### config.mk
export PLATFORM = sky130hd
export DESIGN_NAME = ato_core
export DESIGN_NICKNAME = d
export VERILOG_FILES = /design/src/core/ato_decode.v /design/src/core/ato_core.v
export VERILOG_INCLUDE_DIRS = /design/src /design/src/core
export SDC_FILE = /design/constraint.sdc
export NUM_CORES = 1
export LEC_CHECK = 0
export BUFFER_PORTS_ARGS = -buffer_cell sky130_fd_sc_hd__buf_2
export CORE_ASPECT_RATIO = 0.9
export CORE_UTILIZATION = 51
export DETAILED_ROUTE_END_ITERATION = 8
export PLACE_DENSITY = 0.86
export SLEW_MARGIN = 15
export SYNTH_ARGS = -nofsm -noshare
export SYNTH_HDL_FRONTEND = slang
export SYNTH_HIERARCHICAL = 1
export SYNTH_SLANG_ARGS = --single-unit
### constraint.sdc
create_clock -name clock -period 3.7 [get_ports clock]
set_input_delay 0.185 -clock clock [delete_from_list [all_inputs] [get_ports clock]]
set_output_delay 0.185 -clock clock [all_outputs]
set_load 0.02 [all_outputs]
### src/core/ato_map.vh
// Purpose: constants for the accumulator transfer block
// Assumes: 10-bit instruction words, 4-bit data path
// Notes:   offsets are APB byte addresses
`ifndef ATO_MAP_VH
`define ATO_MAP_VH
// opcodes
`define ATO_OP_POINTER_TO_ACC   10'h053
`define ATO_OP_ACC_TO_BREG      10'h00e
`define ATO_OP_ACC_TO_DREG      10'h029
`define ATO_OP_PAIR_TO_EREG     10'h01a
`define ATO_OP_ACC_TO_INTCTL    10'h217
`define ATO_OP_ACC_TO_WAKE_1    10'h213
`define ATO_OP_ACC_TO_WAKE_2    10'h214
`define ATO_OP_ACC_TO_WAKE_3    10'h215
// decoded operation codes
`define ATO_SEL_NONE  4'h0
`define ATO_SEL_PTR   4'h1
`define ATO_SEL_B     4'h2
`define ATO_SEL_D     4'h3
`define ATO_SEL_E     4'h4
`define ATO_SEL_I1    4'h5
`define ATO_SEL_K0    4'h6
`define ATO_SEL_K1    4'h7
`define ATO_SEL_K2    4'h8
// register offsets
`define ATO_ADDR_INSTR  12'h000
`define ATO_ADDR_ACC    12'h004
`define ATO_ADDR_PTR    12'h008
`define ATO_ADDR_BREG   12'h00c
`define ATO_ADDR_DREG   12'h010
`define ATO_ADDR_EREG   12'h014
`define ATO_ADDR_INTCTL 12'h018
`define ATO_ADDR_WAKE1  12'h01c
`define ATO_ADDR_WAKE2  12'h020
`define ATO_ADDR_WAKE3  12'h024
`define ATO_ADDR_STATUS 12'h028
`define ATO_ADDR_CARRY  12'h02c
// reset values
`define ATO_RST_NIB   4'h0
`define ATO_RST_DREG  3'h0
`define ATO_RST_EREG  8'h00
`endif

### src/core/ato_decode.v
// Purpose: decodes one instruction word into an operation select
// Assumes: word is valid in the cycle it is presented
// Notes:   unknown words decode to none
`timescale 1ns/100ps
`default_nettype none
`include "ato_map.vh"
module ato_decode (
    // instruction in
    input  wire [9:0] instr,
    // decoded select
    output reg  [3:0] sel
);
    // opcode lookup
    always @* begin
        case (instr)
            `ATO_OP_POINTER_TO_ACC: sel = `ATO_SEL_PTR;
            `ATO_OP_ACC_TO_BREG:    sel = `ATO_SEL_B;
            `ATO_OP_ACC_TO_DREG:    sel = `ATO_SEL_D;
            `ATO_OP_PAIR_TO_EREG:   sel = `ATO_SEL_E;
            `ATO_OP_ACC_TO_INTCTL:  sel = `ATO_SEL_I1;
            `ATO_OP_ACC_TO_WAKE_1:  sel = `ATO_SEL_K0;
            `ATO_OP_ACC_TO_WAKE_2:  sel = `ATO_SEL_K1;
            `ATO_OP_ACC_TO_WAKE_3:  sel = `ATO_SEL_K2;
            default:                sel = `ATO_SEL_NONE;
        endcase
    end
endmodule // ato_decode
`default_nettype wire

### src/core/ato_core.v
// Purpose: executes the accumulator transfer instruction group
// Assumes: software loads operands and issues words over APB
// Notes:   one write to the instruction register runs one instruction
//          a read right behind an op returns the forwarded result
//          software writes to acc or B while an op lands are dropped
//          unmapped addresses answer with pslverr and read as zero
// Behaviour
// - the pointer opcode loads acc bits 1..0 from the pointer, clears bits 3..2, in one cycle.
// - the acc-to-B opcode copies all four acc bits into B in one cycle, carry kept, no skip.
// - the acc-to-D opcode copies acc bits 2..0 into D, ignores bit 3, carry kept.
// - the pair opcode writes B into E bits 7..4 and acc into E bits 3..0 in one cycle.
// - the interrupt opcode writes the acc into the interrupt control register in one cycle.
// - the first wakeup opcode writes the acc into the first wakeup register, carry kept.
// - the second wakeup opcode writes the acc into the second wakeup register in one cycle.
// - the third wakeup opcode writes the acc into the third wakeup register in one cycle.
//
// Implementation choices: the APB interface to the registers and the placing of the registers.
`timescale 1ns/100ps
`default_nettype none
`include "ato_map.vh"
module ato_core (
    // clock and reset
    input  wire        clock,
    input  wire        arst_n,
    // apb slave
    input  wire        psel,
    input  wire        penable,
    input  wire        pwrite,
    input  wire [11:0] paddr,
    input  wire [31:0] pwdata,
    output reg  [31:0] prdata,
    output reg         pready,
    output reg         pslverr,
    // register contents
    output reg  [3:0]  acc_reg,
    output reg  [3:0]  breg_reg,
    output reg  [2:0]  dreg_reg,
    output reg  [7:0]  ereg_reg,
    output reg  [3:0]  intctl_first_reg,
    output reg  [3:0]  wake_ctl_first_reg,
    output reg  [3:0]  wake_ctl_second_reg,
    output reg  [3:0]  wake_ctl_third_reg,
    output reg         carry_flag_reg,
    output reg         exec_pulse_reg
);
    // operand and control state
    reg  [1:0]  ptr_reg;
    reg  [9:0]  instr_reg;
    reg         go_reg;
    reg  [3:0]  last_sel_reg;
    reg  [31:0] rdata_next;
    reg         known_next;
    wire [3:0]  sel;
    wire        wr_acc;
    // destination values once the op now executing lands
    reg  [3:0]  acc_next;
    reg  [3:0]  breg_next;
    reg  [2:0]  dreg_next;
    reg  [7:0]  ereg_next;
    reg  [3:0]  intctl_first_next;
    reg  [3:0]  wake_ctl_first_next;
    reg  [3:0]  wake_ctl_second_next;
    reg  [3:0]  wake_ctl_third_next;

    // decodes the held word
    ato_decode ato_decode_inst (
        .instr (instr_reg),
        .sel   (sel)
    );

    // access phase write strobe
    assign wr_acc = psel & penable & pwrite;

    // checks whether an address maps to a register
    function is_mapped;
        input [11:0] a;
        begin
            is_mapped = (a == `ATO_ADDR_INSTR) || (a == `ATO_ADDR_ACC) ||
                        (a == `ATO_ADDR_PTR) || (a == `ATO_ADDR_BREG) ||
                        (a == `ATO_ADDR_DREG) || (a == `ATO_ADDR_EREG) ||
                        (a == `ATO_ADDR_INTCTL) ||
                        (a == `ATO_ADDR_WAKE1) || (a == `ATO_ADDR_WAKE2) ||
                        (a == `ATO_ADDR_WAKE3) ||
                        (a == `ATO_ADDR_STATUS) || (a == `ATO_ADDR_CARRY);
        end
    endfunction

    // widens a nibble to a bus word
    function [31:0] zext4;
        input [3:0] v;
        begin
            zext4 = {28'h0000000, v};
        end
    endfunction

    // forwards the result of the op now executing, so that a read issued
    // right behind an instruction already sees the new contents
    always @* begin
        acc_next             = acc_reg;
        breg_next            = breg_reg;
        dreg_next            = dreg_reg;
        ereg_next            = ereg_reg;
        intctl_first_next    = intctl_first_reg;
        wake_ctl_first_next  = wake_ctl_first_reg;
        wake_ctl_second_next = wake_ctl_second_reg;
        wake_ctl_third_next  = wake_ctl_third_reg;
        if (go_reg) begin
            // one cycle; carry never touched, no skip
            case (sel)
                `ATO_SEL_PTR: acc_next = {2'b00, ptr_reg};
                `ATO_SEL_B:   breg_next = acc_reg;
                `ATO_SEL_D:   dreg_next = acc_reg[2:0];
                `ATO_SEL_E:   ereg_next = {breg_reg, acc_reg};
                `ATO_SEL_I1:  intctl_first_next = acc_reg;
                `ATO_SEL_K0:  wake_ctl_first_next = acc_reg;
                `ATO_SEL_K1:  wake_ctl_second_next = acc_reg;
                `ATO_SEL_K2:  wake_ctl_third_next = acc_reg;
                default:      acc_next = acc_reg;
            endcase
        end
    end

    // read mux; destinations read through their forwarded values
    always @* begin
        rdata_next = 32'h0000_0000;
        known_next = is_mapped(paddr);
        if (paddr == `ATO_ADDR_INSTR) begin
            rdata_next = {22'h000000, instr_reg};
        end else if (paddr == `ATO_ADDR_ACC) begin
            rdata_next = zext4(acc_next);
        end else if (paddr == `ATO_ADDR_PTR) begin
            rdata_next = {30'h00000000, ptr_reg};
        end else if (paddr == `ATO_ADDR_BREG) begin
            rdata_next = zext4(breg_next);
        end else if (paddr == `ATO_ADDR_DREG) begin
            rdata_next = {29'h00000000, dreg_next};
        end else if (paddr == `ATO_ADDR_EREG) begin
            rdata_next = {24'h000000, ereg_next};
        end else if (paddr == `ATO_ADDR_INTCTL) begin
            rdata_next = zext4(intctl_first_next);
        end else if (paddr == `ATO_ADDR_WAKE1) begin
            rdata_next = zext4(wake_ctl_first_next);
        end else if (paddr == `ATO_ADDR_WAKE2) begin
            rdata_next = zext4(wake_ctl_second_next);
        end else if (paddr == `ATO_ADDR_WAKE3) begin
            rdata_next = zext4(wake_ctl_third_next);
        end else if (paddr == `ATO_ADDR_STATUS) begin
            rdata_next = {27'h0000000, go_reg, last_sel_reg};
        end else if (paddr == `ATO_ADDR_CARRY) begin
            rdata_next = {31'h00000000, carry_flag_reg};
        end else begin
            rdata_next = 32'h0000_0000; // unmapped reads as zero
        end
    end

    // apb answer: ready in the first access cycle, error when unmapped
    always @(posedge clock or negedge arst_n) begin
        if (!arst_n) begin
            prdata  <= 32'h0000_0000;
            pready  <= 1'b0;
            pslverr <= 1'b0;
        end else begin
            pready  <= psel & ~penable;
            pslverr <= psel & ~penable & ~known_next;
            prdata  <= (psel & ~penable & ~pwrite) ? rdata_next : 32'h0;
        end
    end

    // register writes and single-cycle execution
    always @(posedge clock or negedge arst_n) begin
        if (!arst_n) begin
            acc_reg             <= `ATO_RST_NIB;
            ptr_reg             <= 2'h0;
            breg_reg            <= `ATO_RST_NIB;
            dreg_reg            <= `ATO_RST_DREG;
            ereg_reg            <= `ATO_RST_EREG;
            intctl_first_reg    <= `ATO_RST_NIB;
            wake_ctl_first_reg  <= `ATO_RST_NIB;
            wake_ctl_second_reg <= `ATO_RST_NIB;
            wake_ctl_third_reg  <= `ATO_RST_NIB;
            carry_flag_reg      <= 1'b0;
            instr_reg           <= 10'h000;
            go_reg              <= 1'b0;
            last_sel_reg        <= `ATO_SEL_NONE;
            exec_pulse_reg      <= 1'b0;
        end else begin
            // pulse rises as an op lands, one cycle after the word is taken
            exec_pulse_reg <= go_reg;
            go_reg         <= 1'b0;
            if (go_reg) begin
                // the destination takes its forwarded value
                last_sel_reg        <= sel;
                acc_reg             <= acc_next;
                breg_reg            <= breg_next;
                dreg_reg            <= dreg_next;
                ereg_reg            <= ereg_next;
                intctl_first_reg    <= intctl_first_next;
                wake_ctl_first_reg  <= wake_ctl_first_next;
                wake_ctl_second_reg <= wake_ctl_second_next;
                wake_ctl_third_reg  <= wake_ctl_third_next;
            end else if (wr_acc && pready) begin
                // software loads; ignored while executing
                if (paddr == `ATO_ADDR_INSTR) begin
                    instr_reg <= pwdata[9:0];
                    go_reg    <= 1'b1;
                end else if (paddr == `ATO_ADDR_ACC) begin
                    acc_reg <= pwdata[3:0];
                end else if (paddr == `ATO_ADDR_PTR) begin
                    ptr_reg <= pwdata[1:0];
                end else if (paddr == `ATO_ADDR_BREG) begin
                    breg_reg <= pwdata[3:0];
                end else if (paddr == `ATO_ADDR_CARRY) begin
                    carry_flag_reg <= pwdata[0];
                end
            end
        end
    end
endmodule // ato_core
`default_nettype wire

### Word-level counts from Yosys, hierarchy flattened

Cells that the tools add are included.
W data, S select, Z words.

| storage, ports and cells | value |
|---|---|
| register bits after elaboration | 88 |
| input bits | 49 |
| output and inout bits | 71 |
| word-level logic and storage cells | 124 |

| cells by class | value |
|---|---|
| equal/unequal tests | 30 |
| mux-type cells | 43 |
| bitwise gates (word level) | 13 |
| reduce and logical (&&, ||, !) cells | 21 |

Operators by type and width:

| cell | number |
|---|---|
| $mux W4 | 22 |
| $mux W8 | 7 |
| $eq A12 B5 Y1 const B | 4 |
| $eq A12 B6 Y1 const B | 4 |
| $eq A10 B10 Y1 const B | 4 |
| $mux W32 | 1 |
| $pmux W4 S8 | 1 |
| $mux W5 | 5 |
| $eq A12 B4 Y1 const B | 2 |
| $eq A4 B3 Y1 const B | 4 |
| $eq A12 B3 Y1 const B | 1 |
| $logic_not A12 Y1 | 1 |
| $logic_or A1 B1 Y1 | 11 |
| $eq A10 B4 Y1 const B | 1 |
| $eq A10 B5 Y1 const B | 1 |
| $eq A10 B6 Y1 const B | 1 |
| $eq A10 B7 Y1 const B | 1 |
| $mux W10 | 1 |
| $reduce_and A5 Y1 | 2 |
| $eq A4 B2 Y1 const B | 2 |
| $not A1 Y1 | 8 |
| $reduce_and A7 Y1 | 1 |
| $mux W3 | 2 |
| $ne A2 B2 Y1 const B | 3 |
| 7 further kinds | 17 |

### Longest topological paths before layout

Gate-level depths: netlist of the first run.

| logic depth | value |
|---|---|
| depth in word-level cells | 16 |
| mapped depth | 11 |
| gate-level depth less buffers | 9 |

### Cells and area by module

The synthesis of the first run kept the hierarchy.

By module, submodules not included:

| module | instances | cells each | area each (µm²) | seq. area each (µm²) |
|---|---|---|---|---|
| ato_core | 1 | 354 | 3572.2 | 1651.6 |
| ato_decode | 1 | 25 | 211.5 | 0.0 |

### Worst setup path before layout of the first run

Ideal clock, no wire load.

| path | value |
|---|---|
| kind | register -> register |
| start point | reg instr_reg[7] |
| end point | reg prdata[3] |
| library setup time | 0.134 ns |
| arrival time | 2.756 ns |
| required time | 3.566 ns |
| slack | 0.809 ns |
| stages on the path, launching flop included | 11 |
| buffers on the path | 1 |
| clock period less this slack | 2.891 ns |
| cell sequence | dfrtp_1 -> nor4b_4 -> nand2_2 -> o211ai_1 -> buf_2 -> nand3b_2 -> nor3b_1 -> mux2_2 -> o2111a_1 -> o32ai_1 -> a21oi_1 |

| on the way | value |
|---|---|
| word-level cells in the longest chain between the ends | 16 |
| elaborated cells on any way between the ends | 41 |
| classes of those cells | 15 x eq/ne; 26 x mux |

Ends and longest elaborated chain:

| element | line | RTL |
|---|---|---|
| start: declaration | ato_core.v:48 | `reg [9:0] instr_reg;` |
| start signal: assignment | ato_core.v:204 | `instr_reg <= pwdata[9:0];` |
| $eq A10 B10 Y1 (tied with other cells) | ato_decode.v:15 | `case (instr)` |
| $pmux W4 S8 (*) | ato_decode.v:15 |  |
| via sel[2] | ato_core.v:53 | `wire [3:0] sel;` |
| $eq A4 B4 Y1 | ato_core.v:109 | `case (sel)` |
| $mux W4 | ato_core.v:109 |  |
| $mux W4 | ato_core.v:107 | `if (go_reg) begin` |
| $mux W5 | ato_core.v:145 | `` end else if (paddr == `ATO_ADDR_WAKE3) begin `` |
| $mux W5 | ato_core.v:143 | `` end else if (paddr == `ATO_ADDR_WAKE2) begin `` |
| $mux W5 | ato_core.v:141 | `` end else if (paddr == `ATO_ADDR_WAKE1) begin `` |
| $mux W5 | ato_core.v:139 | `` end else if (paddr == `ATO_ADDR_INTCTL) begin `` |
| $mux W8 | ato_core.v:137 | `` end else if (paddr == `ATO_ADDR_EREG) begin `` |
| $mux W8 | ato_core.v:135 | `` end else if (paddr == `ATO_ADDR_DREG) begin `` |
| $mux W8 | ato_core.v:133 | `` end else if (paddr == `ATO_ADDR_BREG) begin `` |
| $mux W8 | ato_core.v:131 | `` end else if (paddr == `ATO_ADDR_PTR) begin `` |
| $mux W8 (*) | ato_core.v:129 | `` end else if (paddr == `ATO_ADDR_ACC) begin `` |
| $mux W10 (*) | ato_core.v:127 | `` if (paddr == `ATO_ADDR_INSTR) begin `` |
| $mux W32 (*) | ato_core.v:165 | `prdata <= (psel & ~penable & ~pwrite) ? rdata_next : 32'h0;` |
| end signal: assignment | ato_core.v:165 |  |
| end: declaration | ato_core.v:31 | `output reg [31:0] prdata,` |

Mark *: on every way through the listed nets, which the timed path passes. The rest lies on a longest branch.
A chain may end at the register's enable or synchronous reset.

### Worst setup path in the final report of the first run

| path | value |
|---|---|
| start point | reg instr_reg[1] |
| end point | reg prdata[0] |

The elaborated chain is that of the path after synthesis.

==> results.cfg, run 1 <==
[layout]
area_growth_pct = 16.17
nets = 504
antenna_cells = 0
final_common_cell = buf_2
final_cell_mix = 75 x buf_2, 66 x dfrtp_1, 38 x nor2_1, 34 x nand2_1, 25 x mux2_2
fin_cells = 553
drive_gt1_share_pct = 32.17

[sta]
final_max_slew_viol_count = 0
min_period_ns = 3.294
finalHoldViolCount = 0
max_slew_margin_pct = 44.25
finalSetupTns_ns = 0
layout_worst_path_cycle_share_pct = 89.02
rsz0062_at_grt = no
setup_viol_count_final = 0
finClkSkew_ns = 0.01018
hold_ws_ns = 0.06011
tightestPinTransition_ns = 0.8362
max_freq_mhz = 303.6

[synth]
ys.flop_type = dfrtp_1
synth_seq_cells = 66
synthTopCellsByArea = dfrtp_1 44%, mux2_2 7.4%, buf_4 4.6%, nor2_1 3.8%, mux2_4 3.6%
async_flop_share_pct = 100.0
synth_cells = 379
yosysTopAreaCell = dfrtp_1
yosysTopAreaCellShare_pct = 43.65
synth_edf_count = 0
ys.warnings.count = 6
ys_types = 67
synth.avg_cell_area_um2 = 9.983
syn_area_um2 = 3784
synth-seq-area-share_pct = 43.65

[cts]
cts.htree.levels = 3
cts.repair.resized = 0
clock_path_buffers = 2
clk_pin_slew_ns = 0.08
worstSkewPairLatency_ns = 0.35
cts_tree = built
numCtsBuffers = 9
root_buffer = clkbuf_8
clock-sinks = 66

[detailed_routing]
drc = 0
wirelength_mm = 10.11
drt_iter0_markers = 391
viasPerCell = 6.121
vias = 3385
postRouteAntennaNets = 0
wl_per_cell_um = 18.28
dr.pass1.iters = 7

[grt]
grt_antenna_before_repair = 0
grt_use_total_pct = 27.19
grt_pass1_wl_mm = 16.20
grt_pass1_vias = 3168
grt_max_degree = 39
grt_overflow = 0

[floorplan]
start_util_pct = 53.20
core_area_um2 = 7112
die_h_um = 83.72
fp-row-count = 29
io_pins = 120
die_area_um2 = 7768
die_w_um = 92.79

[worst_setup_path]
crit_fanout = 8
critPathLaunchType = flip-flop
worst-r2r-setup-slack_ns = 0.41
critPathCaptureType = flip-flop
startpoint = instr_reg[1]
endpoint = prdata[0]
crit_required_ns = 3.89
r2r-start = instr_reg[1]
reg2regPathDepth = 10
worstReg2RegEnd = prdata[0]
crit_arrival_ns = 3.49
crit_type = flip-flop to flip-flop

[power]
peakVddDrop_mv = 0.2448
p_leak_nw = 2.245
p_per_area_nw_per_um2 = 336.7

[place]
place.gp.congestion = 0.9627
dp_cells = 536
io_buffers = 75
hpwlAfterDp_mm = 7.348

[run_status]
status = finished clean

[job]
cap_violations = 0

[worst_hold_path]
hp-class = primary input to flip-flop
critical path, cell delays in order, from the launching register on:
cell and delay, ns:
dfrtp_1 0.48, and4bb_2 0.29, nand4b_1 0.13, o211ai_1 0.17
buf_4 0.21, nor3b_1 0.53, nand3b_1 0.45, mux2i_1 0.25
a21oi_1 0.17, nor3_1 0.07, o41ai_1 0.40
how the worst min path moves through the flow:
stage	to	from	slack (ns)	cells after the start
floorplan	acc_reg[0]	arst_n	-0.11	0
global placement	prdata[7]	arst_n	0.32	1
detailed placement	dreg_reg[1]	arst_n	0.33	1
CTS	instr_reg[8]	pwdata[8]	0.05	2
global route	instr_reg[8]	pwdata[8]	0.05	2
finish	instr_reg[5]	pwdata[5]	0.06	2
final cells by class:
cell class / count / area, um2
Timing Repair Buffer: 84 / 445.4
Sequential cell: 66 / 1652
Tap cell: 93 / 116.4
Fill cell: 596 / 2716
Clock buffer: 9 / 123.9
Clock inverter: 7 / 93.84
Multi-Input combinational cell: 283 / 1923
Inverter: 11 / 41.29
through the flow:
step	power (W)	setup WS (ns)	cell area [um2]	utilization, %
floorplan	0.0008052	0.8094	3862	-
CTS	0.001487	0.5505	4395	61.81
global route	0.001527	0.2248	4395	61.81
finish	0.001480	0.4064	4395	61.81
global placement	0.0008253	0.6648	4168	58.60
detailed placement	0.0008280	0.5963	4168	58.60
repair_timing:
| item | CTS | global route |
|---|---|---|
| buffers inserted | 0 | 0 |
| hold buffers | 1 | 0 |
| endpoints found under the hold margin | 37 | 0 |
routing by layer:
layer	part of all wire [%]	up-vias	global-route usage [%]
met5	0	-	0
met4	2.7	0	11.89
met3	9.4	29	4.372
met2	47	218	41.38
met1	41	1645	38.28
li1	-	1493	-
synth_stat cells (all sizes together), types with 7 or more instances:
| cell | instances |
|---|---|
| nand2 | 36 |
| a21oi | 16 |
| mux2 | 34 |
| dfrtp | 66 |
| nor2 | 38 |
| nor3 | 8 |
| clkbuf | 14 |
| buf | 26 |
| mux2i | 9 |
| inv | 10 |
| nor3b | 7 |
| o21ai | 21 |
report_power, final:
| group | leakage (nW) | switching (W) | internal [W] |
|---|---|---|---|
| Combinational | 1.24 | 0.0000710 | 0.0000223 |
| Sequential | 0.900 | 0.000000751 | 0.000722 |
| Clock | 0.105 | 0.000286 | 0.000378 |
| Total | 2.24 | 0.000358 | 0.00112 |
cells by family (layout without fill, tap and decap cells):
family | count (synthesis) | count (layout) | share of synthesized area [%]
DFF | 66 | 66 | 43.65
AOI/OAI and AO/OA | 79 | 79 | 14.09
muxes | 43 | 43 | 13.39
other | 1 | 22 | 0.09911
and+or+nand+nor | 137 | 137 | 20.70
xor gates and xnor gates | 2 | 2 | 0.4630
buffers and inverters | 51 | 111 | 7.606
Note: power is estimated with default switching activity, not from simulation.
==> run 2: changes to the inputs <==
--- a/config.mk
+++ b/config.mk
@@ -7,10 +7,11 @@
 export NUM_CORES = 1
 export LEC_CHECK = 0
 export BUFFER_PORTS_ARGS = -buffer_cell sky130_fd_sc_hd__buf_2
-export CORE_ASPECT_RATIO = 0.9
+export CORE_ASPECT_RATIO = 0.5
 export CORE_UTILIZATION = 51
 export DETAILED_ROUTE_END_ITERATION = 8
 export PLACE_DENSITY = 0.86
+export RECOVER_POWER = 50
 export SLEW_MARGIN = 15
 export SYNTH_ARGS = -nofsm -noshare
 export SYNTH_HDL_FRONTEND = slang
==> results.cfg, run 2 (same netlist as run 1, synthesis figures left out) <==
[grt]
grt_overflow = 0
grt_pass1_vias = 3137
grt_pass1_wl_mm = 16.42
grt_use_total_pct = 28.59
grt_max_degree = 35
grt_antenna_before_repair = 0

[detailed_routing]
vias = 3443
drt_iter0_markers = 400
viasPerCell = 6.215
wl_per_cell_um = 19.23
drc = 0
postRouteAntennaNets = 0
wirelength_mm = 10.65
dr.pass1.iters = 5

[sta]
finClkSkew_ns = 0.007308
tightestPinTransition_ns = 1.880
rsz0062_at_grt = no
min_period_ns = 3.273
max_slew_margin_pct = -25.34
finalSetupTns_ns = 0
max_freq_mhz = 305.6
layout_worst_path_cycle_share_pct = 88.45
finalHoldViolCount = 0
final_max_slew_viol_count = 35
hold_ws_ns = 0.08032
setup_viol_count_final = 0

[floorplan]
fp-row-count = 21
die_h_um = 62.91
start_util_pct = 54.75
die_area_um2 = 7788
io_pins = 120
core_area_um2 = 6910
die_w_um = 123.8

[cts]
worstSkewPairLatency_ns = 0.33
cts.htree.levels = 3
numCtsBuffers = 9
cts.repair.resized = 0
cts_tree = built
root_buffer = clkbuf_16
cts_setup_buffers = 0
clk_pin_slew_ns = 0.05
cts-hold-fix-buffers = 1
clock_path_buffers = 2
clock-sinks = 66

[layout]
antenna_cells = 0
nets = 507
drive_gt1_share_pct = 21.65
final_common_cell = dfrtp_1
area_growth_pct = 16.40
final_cell_mix = 66 x dfrtp_1, 50 x clkbuf_1, 38 x nor2_1, 34 x nand2_1, 28 x buf_2
nFillCells = 575
seq_area_um2 = 1652
multiInputGateArea_um2 = 1923

[power]
seqPwrFrac_pct = 45.2
internal-power_w = 0.001228
power.switching_w = 0.0003735
switching_share_pct = 23.32
power_w = 0.001602
peakVddDrop_mv = 0.2295
power_frac_clock_pct = 48.7
pwr-share-comb_pct = 6.0
p_leak_nw = 2.088
p_per_area_nw_per_um2 = 363.6

[worst_setup_path]
crit_type = flip-flop to flip-flop
critPathLaunchType = flip-flop
crit_required_ns = 3.90
crit_fanout = 10
critPathCaptureType = flip-flop
crit_arrival_ns = 3.47

[run_status]
violations = capacitance limit, slew limit
status = finished, violations left

[worst_hold_path]
hp-class = primary input to flip-flop

[job]
cap_violations = 1

[place]
place.gp.congestion = 0.9194
io_buffers = 75
hpwlAfterDp_mm = 7.409
run 2: cell count changes in the layout (fill, tap and decap cells not counted):
cell	before	now
buf_4	8	9
clkinv_4	1	0
buf_2	75	28
clkinvlp_4	2	0
bufinv_16	2	0
clkbuf_8	9	2
clkbuf_1	0	50
clkinv_2	2	3
clkbuf_16	0	9
run 2: final timing paths:
path	start	endpoint	slack, ns	cells past startpoint
setup / recovery	instr_reg[7]	prdata[3]	0.43	9
hold / removal	pwdata[8]	instr_reg[8]	0.08	2
setup reg to reg	instr_reg[7]	prdata[3]	0.43	9
hold reg to reg	ereg_reg[0]	ereg_reg[0]	0.51	2
max in group asynchronous	arst_n	pslverr	1.29	3
min in group asynchronous	arst_n	prdata[7]	0.91	2
run 2: worst max-delay path, stage by stage, from the launching register on:
cell and delay [ns]:
dfrtp_1 0.47, nor4b_4 0.39, nand2_2 0.09, o211ai_1 0.36, nand3b_2 0.27, nor3b_1 0.39
mux2_2 0.40, o2111a_1 0.24, o32ai_1 0.41, a21oi_1 0.13
run 2: layer usage:
layer / global-route usage (%) / share of wire (%)
met5: 0 / 0
met2: 42.50 / 45
met3: 9.033 / 13
met1: 38.28 / 40
met4: 12.20 / 2.7
run 2: power by group through the flow:
stage / Clock, W / Combinational (W) / Sequential [W]
floorplan: 0 / 0.0000667 / 0.000739
finish: 0.000780 / 0.0000968 / 0.000725
global route: 0.000817 / 0.000105 / 0.000724
CTS: 0.000778 / 0.0000956 / 0.000725
detailed placement: 0 / 0.0000940 / 0.000737
global placement: 0 / 0.0000909 / 0.000737
run 2: metrics by stage:
stage | std cells | setup slack, ns | util (%) | instance area [um2]
floorplan | 400 | 0.8094 | - | 3862
global placement | 538 | 0.6426 | 60.62 | 4189
detailed placement | 538 | 0.5629 | 60.62 | 4189
CTS | 554 | 0.4610 | 64.69 | 4471
global route | 554 | 0.2926 | 63.73 | 4404
finish | 554 | 0.4273 | 63.73 | 4404
run 2: layout make-up:
type                            instances  share of cell area, %
Sequential cell                        66                  37.50
Multi-Input combinational cell        283                  43.66
Clock buffer                           12                  5.824
Tap cell                               92                  2.614
Inverter                               11                 0.9375
Timing Repair Buffer                   87                  9.119
Clock inverter                          3                 0.3409
